### config.mk
export PLATFORM = sky130hd
export DESIGN_NAME = assf_top
export DESIGN_NICKNAME = d
export VERILOG_FILES = /design/src/assf_pkg.sv /design/src/assf_top.sv
export SDC_FILE = /design/constraint.sdc
export NUM_CORES = 1
export LEC_CHECK = 0
export BUFFER_PORTS_ARGS = -buffer_cell sky130_fd_sc_hd__buf_2
export CORE_UTILIZATION = 52
export CTS_CLUSTER_DIAMETER = 150
export DETAILED_ROUTE_END_ITERATION = 8
export PLACE_DENSITY = 0.81
export SYNTH_ARGS = -nofsm -noshare
export SYNTH_HDL_FRONTEND = slang
export SYNTH_SLANG_ARGS = --single-unit
### constraint.sdc
create_clock -name I_MCLK -period 3.35 [get_ports I_MCLK]
set_input_delay 0.67 -clock I_MCLK [delete_from_list [all_inputs] [get_ports I_MCLK]]
set_output_delay 0.67 -clock I_MCLK [all_outputs]
set_load 0.02 [all_outputs]
### src/assf_pkg.sv
// Package: constants and types of the sequence status and test-control block
// Functional notes
// Sequence end sets done flag, each scan
// Done flag cleared: write one, start, fast read
// Edge trigger during sequence sets trigger overrun
// Trigger overrun cleared: one, config write, start
// Result write over set complete flag: overrun
// Result overrun cleared: one, sequence start
// Four-bit counter names destination result slot
// Non-FIFO: counter zeroed at sequence start/end
// FIFO: counter continues across sequences
// Counter wraps from fifteen to zero
// Any control register write clears counter
// Counter bits ignore writes; status always readable
// Reserved test register: unpredictable, special-mode writes
// Special test register bits 7:6 unpredictable
// Special enable remaps low select code bits
// Codes 0100/0101/0110: high, low, midpoint reference
// Continuous bit repeats sequences, else single
// Start write clears all complete flags
// Writing zero to a flag changes nothing
// Level trigger never sets trigger overrun
package assf_pkg;
    // ------------------------------------------------------------
    // Register map (byte offsets, chosen locally)
    // ------------------------------------------------------------
    localparam logic [3:0] ADDR_CTL0 = 4'h0;
    localparam logic [3:0] ADDR_CTL4 = 4'h4;
    localparam logic [3:0] ADDR_CTL5 = 4'h5;
    localparam logic [3:0] ADDR_STAT = 4'h6;
    localparam logic [3:0] ADDR_TEST0 = 4'h8;
    localparam logic [3:0] ADDR_TEST1 = 4'h9;
    localparam logic [3:0] ADDR_MODE = 4'ha;
    localparam logic [3:0] ADDR_RESULT = 4'hb;
    // ------------------------------------------------------------
    // Field positions
    // ------------------------------------------------------------
    localparam int BIT_DONE = 7;
    localparam int BIT_TRIG_OVR = 5;
    localparam int BIT_RES_OVR = 4;
    localparam int BIT_SPECIAL_EN = 0;
    localparam int BIT_MODE_FIFO = 0;
    localparam int BIT_MODE_CONT = 1;
    localparam int BIT_MODE_FAST = 2;
    localparam int BIT_MODE_LEVEL = 3;
    // ------------------------------------------------------------
    // Reset values
    // ------------------------------------------------------------
    localparam logic [7:0] RST_TEST = 8'h00;
    localparam logic [7:0] RST_MODE = 8'h00;
    localparam logic [3:0] RST_CNT = 4'h0;
    localparam logic [15:0] RST_CPL = 16'h0000;
    // Value returned for unpredictable bits 7:6 of the special test register (arbitrary)
    localparam logic [7:0] UNPRED_VAL = 8'h00;

    typedef enum logic [2:0] {
        CH_NORMAL = 3'b001,
        CH_SPECIAL = 3'b010,
        CH_RESERVED = 3'b100
    } assf_chkind_t;

    typedef enum logic [1:0] {
        SEQ_IDLE = 2'b01,
        SEQ_RUN = 2'b10
    } assf_seq_t;

    typedef struct packed {
        logic [3:0] addr;
        logic [7:0] wdata;
        logic wr;
        logic rd;
    } assf_bus_t;

    typedef struct packed {
        logic conv_done;
        logic seq_last;
        logic ext_start;
        logic trig_edge;
    } assf_evt_t;
endpackage : assf_pkg

### src/assf_top.sv
// Module: sequence status flags, result slot counter and test registers
`timescale 1ns/1ps
module assf_top (
    input wire logic I_MCLK, // 125 MHz clock
    input wire logic I_RST_N, // Async reset, active low
    input wire logic [3:0] I_ADDR, // Register address
    input wire logic [7:0] I_WDATA, // Write data
    input wire logic I_WR, // Write strobe
    input wire logic I_RD, // Read strobe
    input wire logic I_SPECIAL_MODE, // Special operating mode
    input wire logic I_CONV_DONE, // Conversion result written
    input wire logic I_SEQ_LAST, // With conv_done: last of sequence
    input wire logic I_EXT_START, // External trigger started sequence
    input wire logic I_TRIG_EDGE, // Active external trigger edge
    input wire logic [3:0] I_CHAN_SEL, // Channel select code
    output logic [7:0] O_RDATA, // Read data, cycle after strobe
    output logic [3:0] O_SLOT, // Result slot counter
    output logic [15:0] O_CPL, // Conversion complete flags
    output logic O_SEQ_ACTIVE, // Sequence running
    output logic O_ABORT, // Sequence aborted by config write
    output logic [3:0] O_CONV_CHAN, // Channel or special code
    output logic O_CONV_SPECIAL, // Special internal channel chosen
    output logic O_CONV_RESERVED // Reserved special code
);
    // ------------------------------------------------------------
    // Reset release
    // ------------------------------------------------------------
    logic rst_m_q;
    logic rst_n_q;
    always_ff @(posedge I_MCLK or negedge I_RST_N) begin
        if (!I_RST_N) begin
            rst_m_q <= 1'b0;
            rst_n_q <= 1'b0;
        end else begin
            rst_m_q <= 1'b1;
            rst_n_q <= rst_m_q;
        end
    end

    // Special mode pin comes from outside: two flops
    // Two cycles of lag are harmless: the mode pin is quasi-static
    logic spm_m_q;
    logic spm_q;
    always_ff @(posedge I_MCLK or negedge rst_n_q) begin
        if (!rst_n_q) begin
            spm_m_q <= 1'b0;
            spm_q <= 1'b0;
        end else begin
            spm_m_q <= I_SPECIAL_MODE;
            spm_q <= spm_m_q;
        end
    end

    // ------------------------------------------------------------
    // Bus decode
    // ------------------------------------------------------------
    assf_pkg::assf_bus_t bus;
    assf_pkg::assf_evt_t evt;
    assign bus = '{addr: I_ADDR, wdata: I_WDATA, wr: I_WR, rd: I_RD};
    assign evt = '{conv_done: I_CONV_DONE, seq_last: I_SEQ_LAST, ext_start: I_EXT_START,
                   trig_edge: I_TRIG_EDGE};

    function automatic logic hit(input logic [3:0] a, input logic [3:0] ref_a);
        hit = (a == ref_a);
    endfunction : hit

    logic wr_start;
    logic wr_cfg;
    logic wr_stat;
    logic rd_result;
    logic seq_start;
    logic seq_end;
    logic [7:0] mode_q;
    assign wr_start = bus.wr && hit(bus.addr, assf_pkg::ADDR_CTL5);
    assign wr_cfg = bus.wr && (bus.addr <= assf_pkg::ADDR_CTL4);
    assign wr_stat = bus.wr && hit(bus.addr, assf_pkg::ADDR_STAT);
    assign rd_result = bus.rd && hit(bus.addr, assf_pkg::ADDR_RESULT);
    assign seq_start = wr_start || evt.ext_start;
    assign seq_end = evt.conv_done && evt.seq_last;

    logic fifo_mode;
    logic cont_mode;
    logic fast_clr;
    logic level_trig;
    assign fifo_mode = mode_q[assf_pkg::BIT_MODE_FIFO];
    assign cont_mode = mode_q[assf_pkg::BIT_MODE_CONT];
    assign fast_clr = mode_q[assf_pkg::BIT_MODE_FAST];
    assign level_trig = mode_q[assf_pkg::BIT_MODE_LEVEL];

    // ------------------------------------------------------------
    // Sequence state
    // ------------------------------------------------------------
    assf_pkg::assf_seq_t seq_q;
    always_ff @(posedge I_MCLK or negedge rst_n_q) begin
        if (!rst_n_q) begin
            seq_q <= assf_pkg::SEQ_IDLE;
        end else begin
            case (seq_q)
                assf_pkg::SEQ_IDLE: begin
                    if (seq_start) begin
                        seq_q <= assf_pkg::SEQ_RUN;
                    end
                end
                assf_pkg::SEQ_RUN: begin
                    // Abort wins over an ending or restarting sequence
                    if (wr_cfg) begin
                        seq_q <= assf_pkg::SEQ_IDLE;
                    // continuous keeps running
                    end else if (seq_end && !cont_mode && !seq_start) begin
                        seq_q <= assf_pkg::SEQ_IDLE;
                    end
                end
                default: seq_q <= assf_pkg::SEQ_IDLE;
            endcase
        end
    end
    assign O_SEQ_ACTIVE = (seq_q == assf_pkg::SEQ_RUN);
    assign O_ABORT = wr_cfg;

    // ------------------------------------------------------------
    // Mode and test registers
    // ------------------------------------------------------------
    logic [7:0] test0_q;
    logic [7:0] test1_q;
    always_ff @(posedge I_MCLK or negedge rst_n_q) begin
        if (!rst_n_q) begin
            mode_q <= assf_pkg::RST_MODE;
            test0_q <= assf_pkg::RST_TEST;
            test1_q <= assf_pkg::RST_TEST;
        end else begin
            if (bus.wr && hit(bus.addr, assf_pkg::ADDR_MODE)) begin
                mode_q <= bus.wdata;
            end
            // writable only in special mode
            if (bus.wr && hit(bus.addr, assf_pkg::ADDR_TEST0) && spm_q) begin
                test0_q <= bus.wdata;
            end
            // writable any time
            if (bus.wr && hit(bus.addr, assf_pkg::ADDR_TEST1)) begin
                test1_q <= bus.wdata;
            end
        end
    end

    // ------------------------------------------------------------
    // Result slot counter
    // ------------------------------------------------------------
    logic [3:0] cnt_q;
    logic [3:0] cnt_d;
    always_comb begin
        cnt_d = cnt_q;
        if (evt.conv_done) begin
            // natural wrap at fifteen
            cnt_d = cnt_q + 4'h1;
        end
        // zero at start and end without FIFO
        if (!fifo_mode && (seq_end || evt.ext_start)) begin
            cnt_d = assf_pkg::RST_CNT;
        end
        // Clears come last so they outrank an increment
        // any control write clears, FIFO too
        if (wr_cfg || wr_start) begin
            cnt_d = assf_pkg::RST_CNT;
        end
    end
    // FIFO mode leaves counter running
    always_ff @(posedge I_MCLK or negedge rst_n_q) begin
        if (!rst_n_q) begin
            cnt_q <= assf_pkg::RST_CNT;
        end else begin
            cnt_q <= cnt_d;
        end
    end
    // counter points at destination slot
    assign O_SLOT = cnt_q;

    // ------------------------------------------------------------
    // Conversion complete flags
    // ------------------------------------------------------------
    // Clearing by result reads belongs to the result path, not here
    logic [15:0] cpl_q;
    always_ff @(posedge I_MCLK or negedge rst_n_q) begin
        if (!rst_n_q) begin
            cpl_q <= assf_pkg::RST_CPL;
        end else begin
            // start write clears all, overriding set
            if (wr_start) begin
                cpl_q <= assf_pkg::RST_CPL;
            end else if (evt.conv_done) begin
                cpl_q[cnt_q] <= 1'b1;
            end
        end
    end
    assign O_CPL = cpl_q;

    // ------------------------------------------------------------
    // Status flags; set wins over clear except config write for trigger overrun and start write for result overrun
    // ------------------------------------------------------------
    logic done_q;
    logic tovr_q;
    logic rovr_q;
    logic w1_done;
    logic w1_tovr;
    logic w1_rovr;
    // only a written one clears
    assign w1_done = wr_stat && bus.wdata[assf_pkg::BIT_DONE];
    assign w1_tovr = wr_stat && bus.wdata[assf_pkg::BIT_TRIG_OVR];
    assign w1_rovr = wr_stat && bus.wdata[assf_pkg::BIT_RES_OVR];

    always_ff @(posedge I_MCLK or negedge rst_n_q) begin
        if (!rst_n_q) begin
            done_q <= 1'b0;
        end else begin
            // set on every sequence end while running
            if (seq_end && O_SEQ_ACTIVE) begin
                done_q <= 1'b1;
            // three clearing causes
            end else if (w1_done || wr_start || (rd_result && fast_clr)) begin
                done_q <= 1'b0;
            end
        end
    end

    always_ff @(posedge I_MCLK or negedge rst_n_q) begin
        if (!rst_n_q) begin
            tovr_q <= 1'b0;
        end else begin
            // Abort outranks an edge: the sequence is gone
            // edge during running sequence; not in level mode
            if (evt.trig_edge && O_SEQ_ACTIVE && !level_trig && !wr_cfg) begin
                tovr_q <= 1'b1;
            // one, config or start write clears
            end else if (w1_tovr || wr_cfg || wr_start) begin
                tovr_q <= 1'b0;
            end
        end
    end

    always_ff @(posedge I_MCLK or negedge rst_n_q) begin
        if (!rst_n_q) begin
            rovr_q <= 1'b0;
        end else begin
            // Start write empties the flags this test looks at
            // overwrite of unread result
            if (evt.conv_done && cpl_q[cnt_q] && !wr_start) begin
                rovr_q <= 1'b1;
            // one or new sequence clears
            end else if (w1_rovr || seq_start) begin
                rovr_q <= 1'b0;
            end
        end
    end

    // ------------------------------------------------------------
    // Channel decode
    // ------------------------------------------------------------
    function automatic assf_pkg::assf_chkind_t ch_kind(input logic spec_en, input logic [3:0] code);
        if (!spec_en) begin
            ch_kind = assf_pkg::CH_NORMAL;
        end else if (code == 4'h4 || code == 4'h5 || code == 4'h6) begin
            ch_kind = assf_pkg::CH_SPECIAL;
        end else if (code[3]) begin
            ch_kind = assf_pkg::CH_NORMAL;
        end else begin
            ch_kind = assf_pkg::CH_RESERVED;
        end
    endfunction : ch_kind

    assf_pkg::assf_chkind_t kind;
    // special enable remaps code; reference codes
    assign kind = ch_kind(test1_q[assf_pkg::BIT_SPECIAL_EN], I_CHAN_SEL);
    always_ff @(posedge I_MCLK or negedge rst_n_q) begin
        if (!rst_n_q) begin
            O_CONV_CHAN <= 4'h0;
            O_CONV_SPECIAL <= 1'b0;
            O_CONV_RESERVED <= 1'b0;
        end else begin
            O_CONV_CHAN <= I_CHAN_SEL;
            O_CONV_SPECIAL <= (kind == assf_pkg::CH_SPECIAL);
            O_CONV_RESERVED <= (kind == assf_pkg::CH_RESERVED);
        end
    end

    // ------------------------------------------------------------
    // Read port
    // ------------------------------------------------------------
    always_ff @(posedge I_MCLK or negedge rst_n_q) begin
        if (!rst_n_q) begin
            O_RDATA <= 8'h00;
        end else if (bus.rd) begin
            case (bus.addr)
                // status readable any time
                assf_pkg::ADDR_STAT: O_RDATA <= {done_q, 1'b0, tovr_q, rovr_q, cnt_q};
                // Undefined read value: show the stored byte so it stays observable
                assf_pkg::ADDR_TEST0: O_RDATA <= test0_q;
                assf_pkg::ADDR_TEST1: O_RDATA <= {assf_pkg::UNPRED_VAL[7:6], test1_q[5:0]};
                assf_pkg::ADDR_MODE: O_RDATA <= mode_q;
                default: O_RDATA <= 8'h00;
            endcase
        end else begin
            O_RDATA <= 8'h00;
        end
    end
endmodule : assf_top

# After elaboration in Yosys (flattened, before gate mapping)
# Index checks and enable logic that the tools add are counted.
[classes] add_sub_neg=1 n_lt_le_gt_ge=3 eq_ne=15 muxes=24 bitwise=1 n_reduce_logical=45
[op_table] cell="two-way mux 16 bit" n=2
[op_table] cell="one-hot mux 8 bit (4 select lines)" n=1
[op_table] cell="logical AND 1 bit" n=23
[op_table] cell="== test 4 x 3 -> 1 bit, second input constant" n=5
[op_table] cell="== test 4 bit, second input constant" n=4
[op_table] cell="bitwise OR 16 bit" n=1
[op_table] cell="two-way mux 4 bit" n=3
[op_table] cell="logical OR 1 bit" n=10
[op_table] cell="two-way mux 3 bit" n=3
[op_table] cell="two-way mux 1 bit" n=8
[op_table] cell="two-way mux 8 bit" n=1
[op_table] cell="nonzero test 2 bit" n=4
[op_table] cell="logical NOT 1 bit" n=6
[op_table] cell="two-way mux 2 bit" n=3
[op_table] cell="< comparator 4 x 5 -> 1 bit, second input constant" n=1
[op_table] cell="adder 4 x 1 -> 4 bit, second input constant" n=1
[op_table] cell="binary-select mux 1 bit (select 4 bit)" n=1
[op_table] cell="demux 1 bit (select 4 bit)" n=1
[op_table] cell="greater-or-equal comparator 4 x 1 -> 1 bit, second input constant" n=1
[op_table] cell="<= comparator 4 x 3 -> 1 bit, second input constant" n=1
[op_table] cell="one-hot mux 2 bit (2 select lines)" n=1
[op_table] cell="== test 3 x 2 -> 1 bit, second input constant" n=1
[op_table] cell="== test 3 bit, second input constant" n=1
[op_table] cell="!= test 3 x 1 -> 1 bit, second input constant" n=1
[op_table] cell="5 further kinds" n=5
[totals] reg_bits=65 output_inout_bits=36

# Longest topological paths before layout
[depth] depth_word=8 mapped_depth=6 depth_no_buf=4

# Least setup slack after synthesis
# Ideal clock, no wire load.
[synth_timing] path_kind="input-to-output" startpoint="in I_ADDR[1]" endpoint="out O_ABORT" t_arrival_ns=1.337 t_required_ns=2.680 path_slack_ns=1.343 cell_stages=3 n_path_buf=1 path_cell_list="buf_2 -> o21a_1 -> nor2_1"
[synth_between] elab_chain_len=2
[synth_lines] element="start: declaration" line="assf_top.sv:6" text="input wire logic [3:0] I_ADDR,"
[synth_lines] element="<= comparator 4 x 3 -> 1 bit" line="assf_top.sv:75" text="assign wr_cfg = bus.wr && (bus.addr <= assf_pkg::ADDR_CTL4);"
[synth_lines] element="logical AND 1 bit" line="assf_top.sv:75"
[synth_lines] element="end: declaration" line="assf_top.sv:20" text="output logic O_ABORT,"
# Every way passes these cells.

# Worst setup path in the final report
[layout_timing] startpoint="in I_WR" endpoint="out O_ABORT"
[layout_between] elab_chain_len=1
[layout_lines] element="start: declaration" line="assf_top.sv:8" text="input wire logic I_WR,"
[layout_lines] element="logical AND 1 bit" line="assf_top.sv:75"
# Every way passes these cells.

==> reports/results.txt <==
Status: finished, final reports clean
I/O Pins: 61
Most frequent cell after synthesis: dfrtp_1
CTS sink cnt: 65
Number of buffers created by CTS: 9
Switching power: 582 uW
First-pass GRT wire length: 10900 um
Die area: 0.00598 sq mm
Gate power share: 16.0%
Post-synthesis register bit count: 65
PD cells: 616 mW/mm^2
Dpl hpwl: 4620 um
Slew Viols, Final: 0
Hold-fix buffers, CTS: 0
Synthesized area per cell: 12.1 sq um
Clock power frac: 37.3%
Vias in the first global route: 2200
Primary FF master, synth: dfrtp_1
Post-cts sizing count: 0
Die W: 77.3 um
Nets@finish: 330
CTS tree: yes
Clock tree root buffer cell: clkbuf_8
Max Root-Sink Buffers: 2
Setup Crit Path Kind: in2out
Dominant cell type by area after synthesis: dfrtp_1
Detailed router's first-iteration violation count: 169
Sw Share: 26.9%
Post-synth ARST share: 100%
Worst Path Required: 2.68 ns
Hold crit path type: in2async
Pint: 1580 uW
Critical path peak fanout: 9
Total wire length: 6500 um
Worst-Margin Slew: 1.04 ns
Layout cells sized above 1: 38.9%
Length of routed met3 wiring: 297 um
Worst setup EP type: output port
Setup TNS Final: 0 ns
Core area: 0.00547 sq mm
Gr usage total: 23.9%
Clock Skew: 0.00766 ns
Initial antenna violation count: 0
Vert. Die Dim: 77.3 um
Post-Synthesis Net Count: 273
Period utilization: 64.7%
H-tree levels: 3
Register area share after synthesis: 55.2%
Synth warn: 0
MaxCap Viol Count: 0
Final Util: 64.2%
Synth cell count leaders: 64 x dfrtp_1, 26 x nor2_1, 18 x mux2_2
Final Power: 2160 uW
DP Worst Slack: 1.17 ns
Initial Util: 53.9%
Arr. time, crit path: 1.50 ns
Clk_lat worst skew: 0.34 ns
Post-Syn Instances: 244
FP Rows: 27
Max frequency: 461 MHz
Antenna-violating nets left: 0
Met2 WL: 3310 um
Worst-path clk slew: 0.07 ns
RSZ-0062 raised after global routing: no
Post-synth top area share: 54.3%
Metal-1 WL: 2810 um
Routed len/inst: 17.2 um
Distinct cells, synth: 45
Port bufs: 60
Final worst slack: 1.18 ns
Post-route minimum period: 2.17 ns
Number of flops mapped to enable cells by yosys: 0
Flop pwr share: 46.7%
Leak: 0.00169 uW
Uppermost layer routed: met4
Hold Violations, Final: 0
Mapped cell area: 0.00295 sq mm
RePlAce Congestion: 0.867
Reg2reg start: O_SLOT[0]
Grt total ovfl: 0
CP Launch Type: input pin
Vias per cell: 5.68
Area delta synth->final: 19.1%
Drt pass-1 iters: 6
Largest net degree at the start of global routing: 50
Worst Setup SP: I_WR
Maximum VDD drop: 0.000422 V
Antenna Cells: 0
Synth area leaders: dfrtp_1 54%, mux2_2 6.9%, a22oi_1 3.6%
Final setup viols: 0
Postcts setup bufs: 0
DRC viols: 0
DR vias: 2147
Slew HR: 30.6%
[cells by family (layout without fill, tap and decap cells)]
family	after synthesis	count (layout)	synth area share [%]
buffers and inverters	19	81	3.22
AND/OR/NAND/NOR	67	67	13.4
flip-flops	65	65	55.2
adder cells (fa/ha/maj)	4	4	1.70
XOR/XNOR	3	3	0.891
AO/OA/AOI/OAI	54	54	12.3
other	1	1	0.127
multiplexers	31	31	13.2
[power by group through the flow]
stage                     sequential (uW)  clock, uW  combinational, uW
final                                1010        807                346
after global routing                 1030        852                377
after CTS                            1010        821                349
after detailed placement             1020          0                348
after global placement               1020          0                334
after floorplan                      1020          0                222
[flip-flops by register name, indices dropped and copies added, names as in the netlist]
register         flops
test1_q              6
spm_m_q              1
O_CONV_RESERVED      1
spm_q                1
O_CPL               16
tovr_q               1
done_q               1
rst_m_q              1
O_RDATA              8
seq_q                2
test0_q              8
rst_n_q              1
rovr_q               1
O_SLOT               4
mode_q               8
O_CONV_CHAN          4
O_CONV_SPECIAL       1
[cell type report]
cell class,count,area (sq um)
clock buffers,11,141
clock inverters,5,103
fillers,458,1960
inverters,4,15.0
multi-input cells,160,1230
flip-flops and latches,65,1630
well taps,72,90.1
repair buffers,61,308
[through the flow]
stage,std cells,hold WS [ns],instance area [sq um]
3_5_place_dp,362,0.335,3270
5_1_grt,378,0.0865,3510
4_1_cts,378,0.0908,3510
2_1_floorplan,244,0.331,2950
6_report,378,0.101,3510
3_3_place_gp,362,0.336,3270
[critical path, stage by stage]
cell and delay [ns]:
buf_2 0.24, nand2b_1 0.14, nor2_1 0.24, buf_2 0.21
[routing by layer]
metal | up-vias | track usage (%)
met1 | 1080 | 29.9
met3 | 9 | 6.43
met4 | 0 | 6.23
li1 | 994 | -
met5 | - | 0
met2 | 64 | 40.6
[final timing paths]
kind                       endpoint  slack (ns)  cells past startpoint
hold / removal              rst_m_q        0.10                      1
min in group I_MCLK           spm_q        0.35                      0
hold reg to reg               spm_q        0.35                      0
max in group asynchronous  seq_q[0]        2.04                      1
setup / recovery            O_ABORT        1.18                      4
setup reg to reg             rovr_q        1.45                      4
[cell usage in the layout (no fill, tap or decap), types with 2 or more instances in the layout]
master,instances
inv_1,4
o22ai_1,2
nand2b_1,3
nand4_1,2
a22oi_1,14
or2_2,7
and4bb_2,2
a21oi_1,13
nand2_1,8
a41oi_1,4
dfrtp_1,63
mux2_2,18
nor2_1,26
bufinv_16,3
buf_2,60
nand3_1,5
a31oi_1,13
nor3b_4,2
clkbuf_8,10
ha_1,4
mux2i_1,5
xnor2_1,2
and2_1,3
nor2b_1,2
mux2_4,6
mux4_2,2
Note: power is estimated with default switching activity, not from simulation.
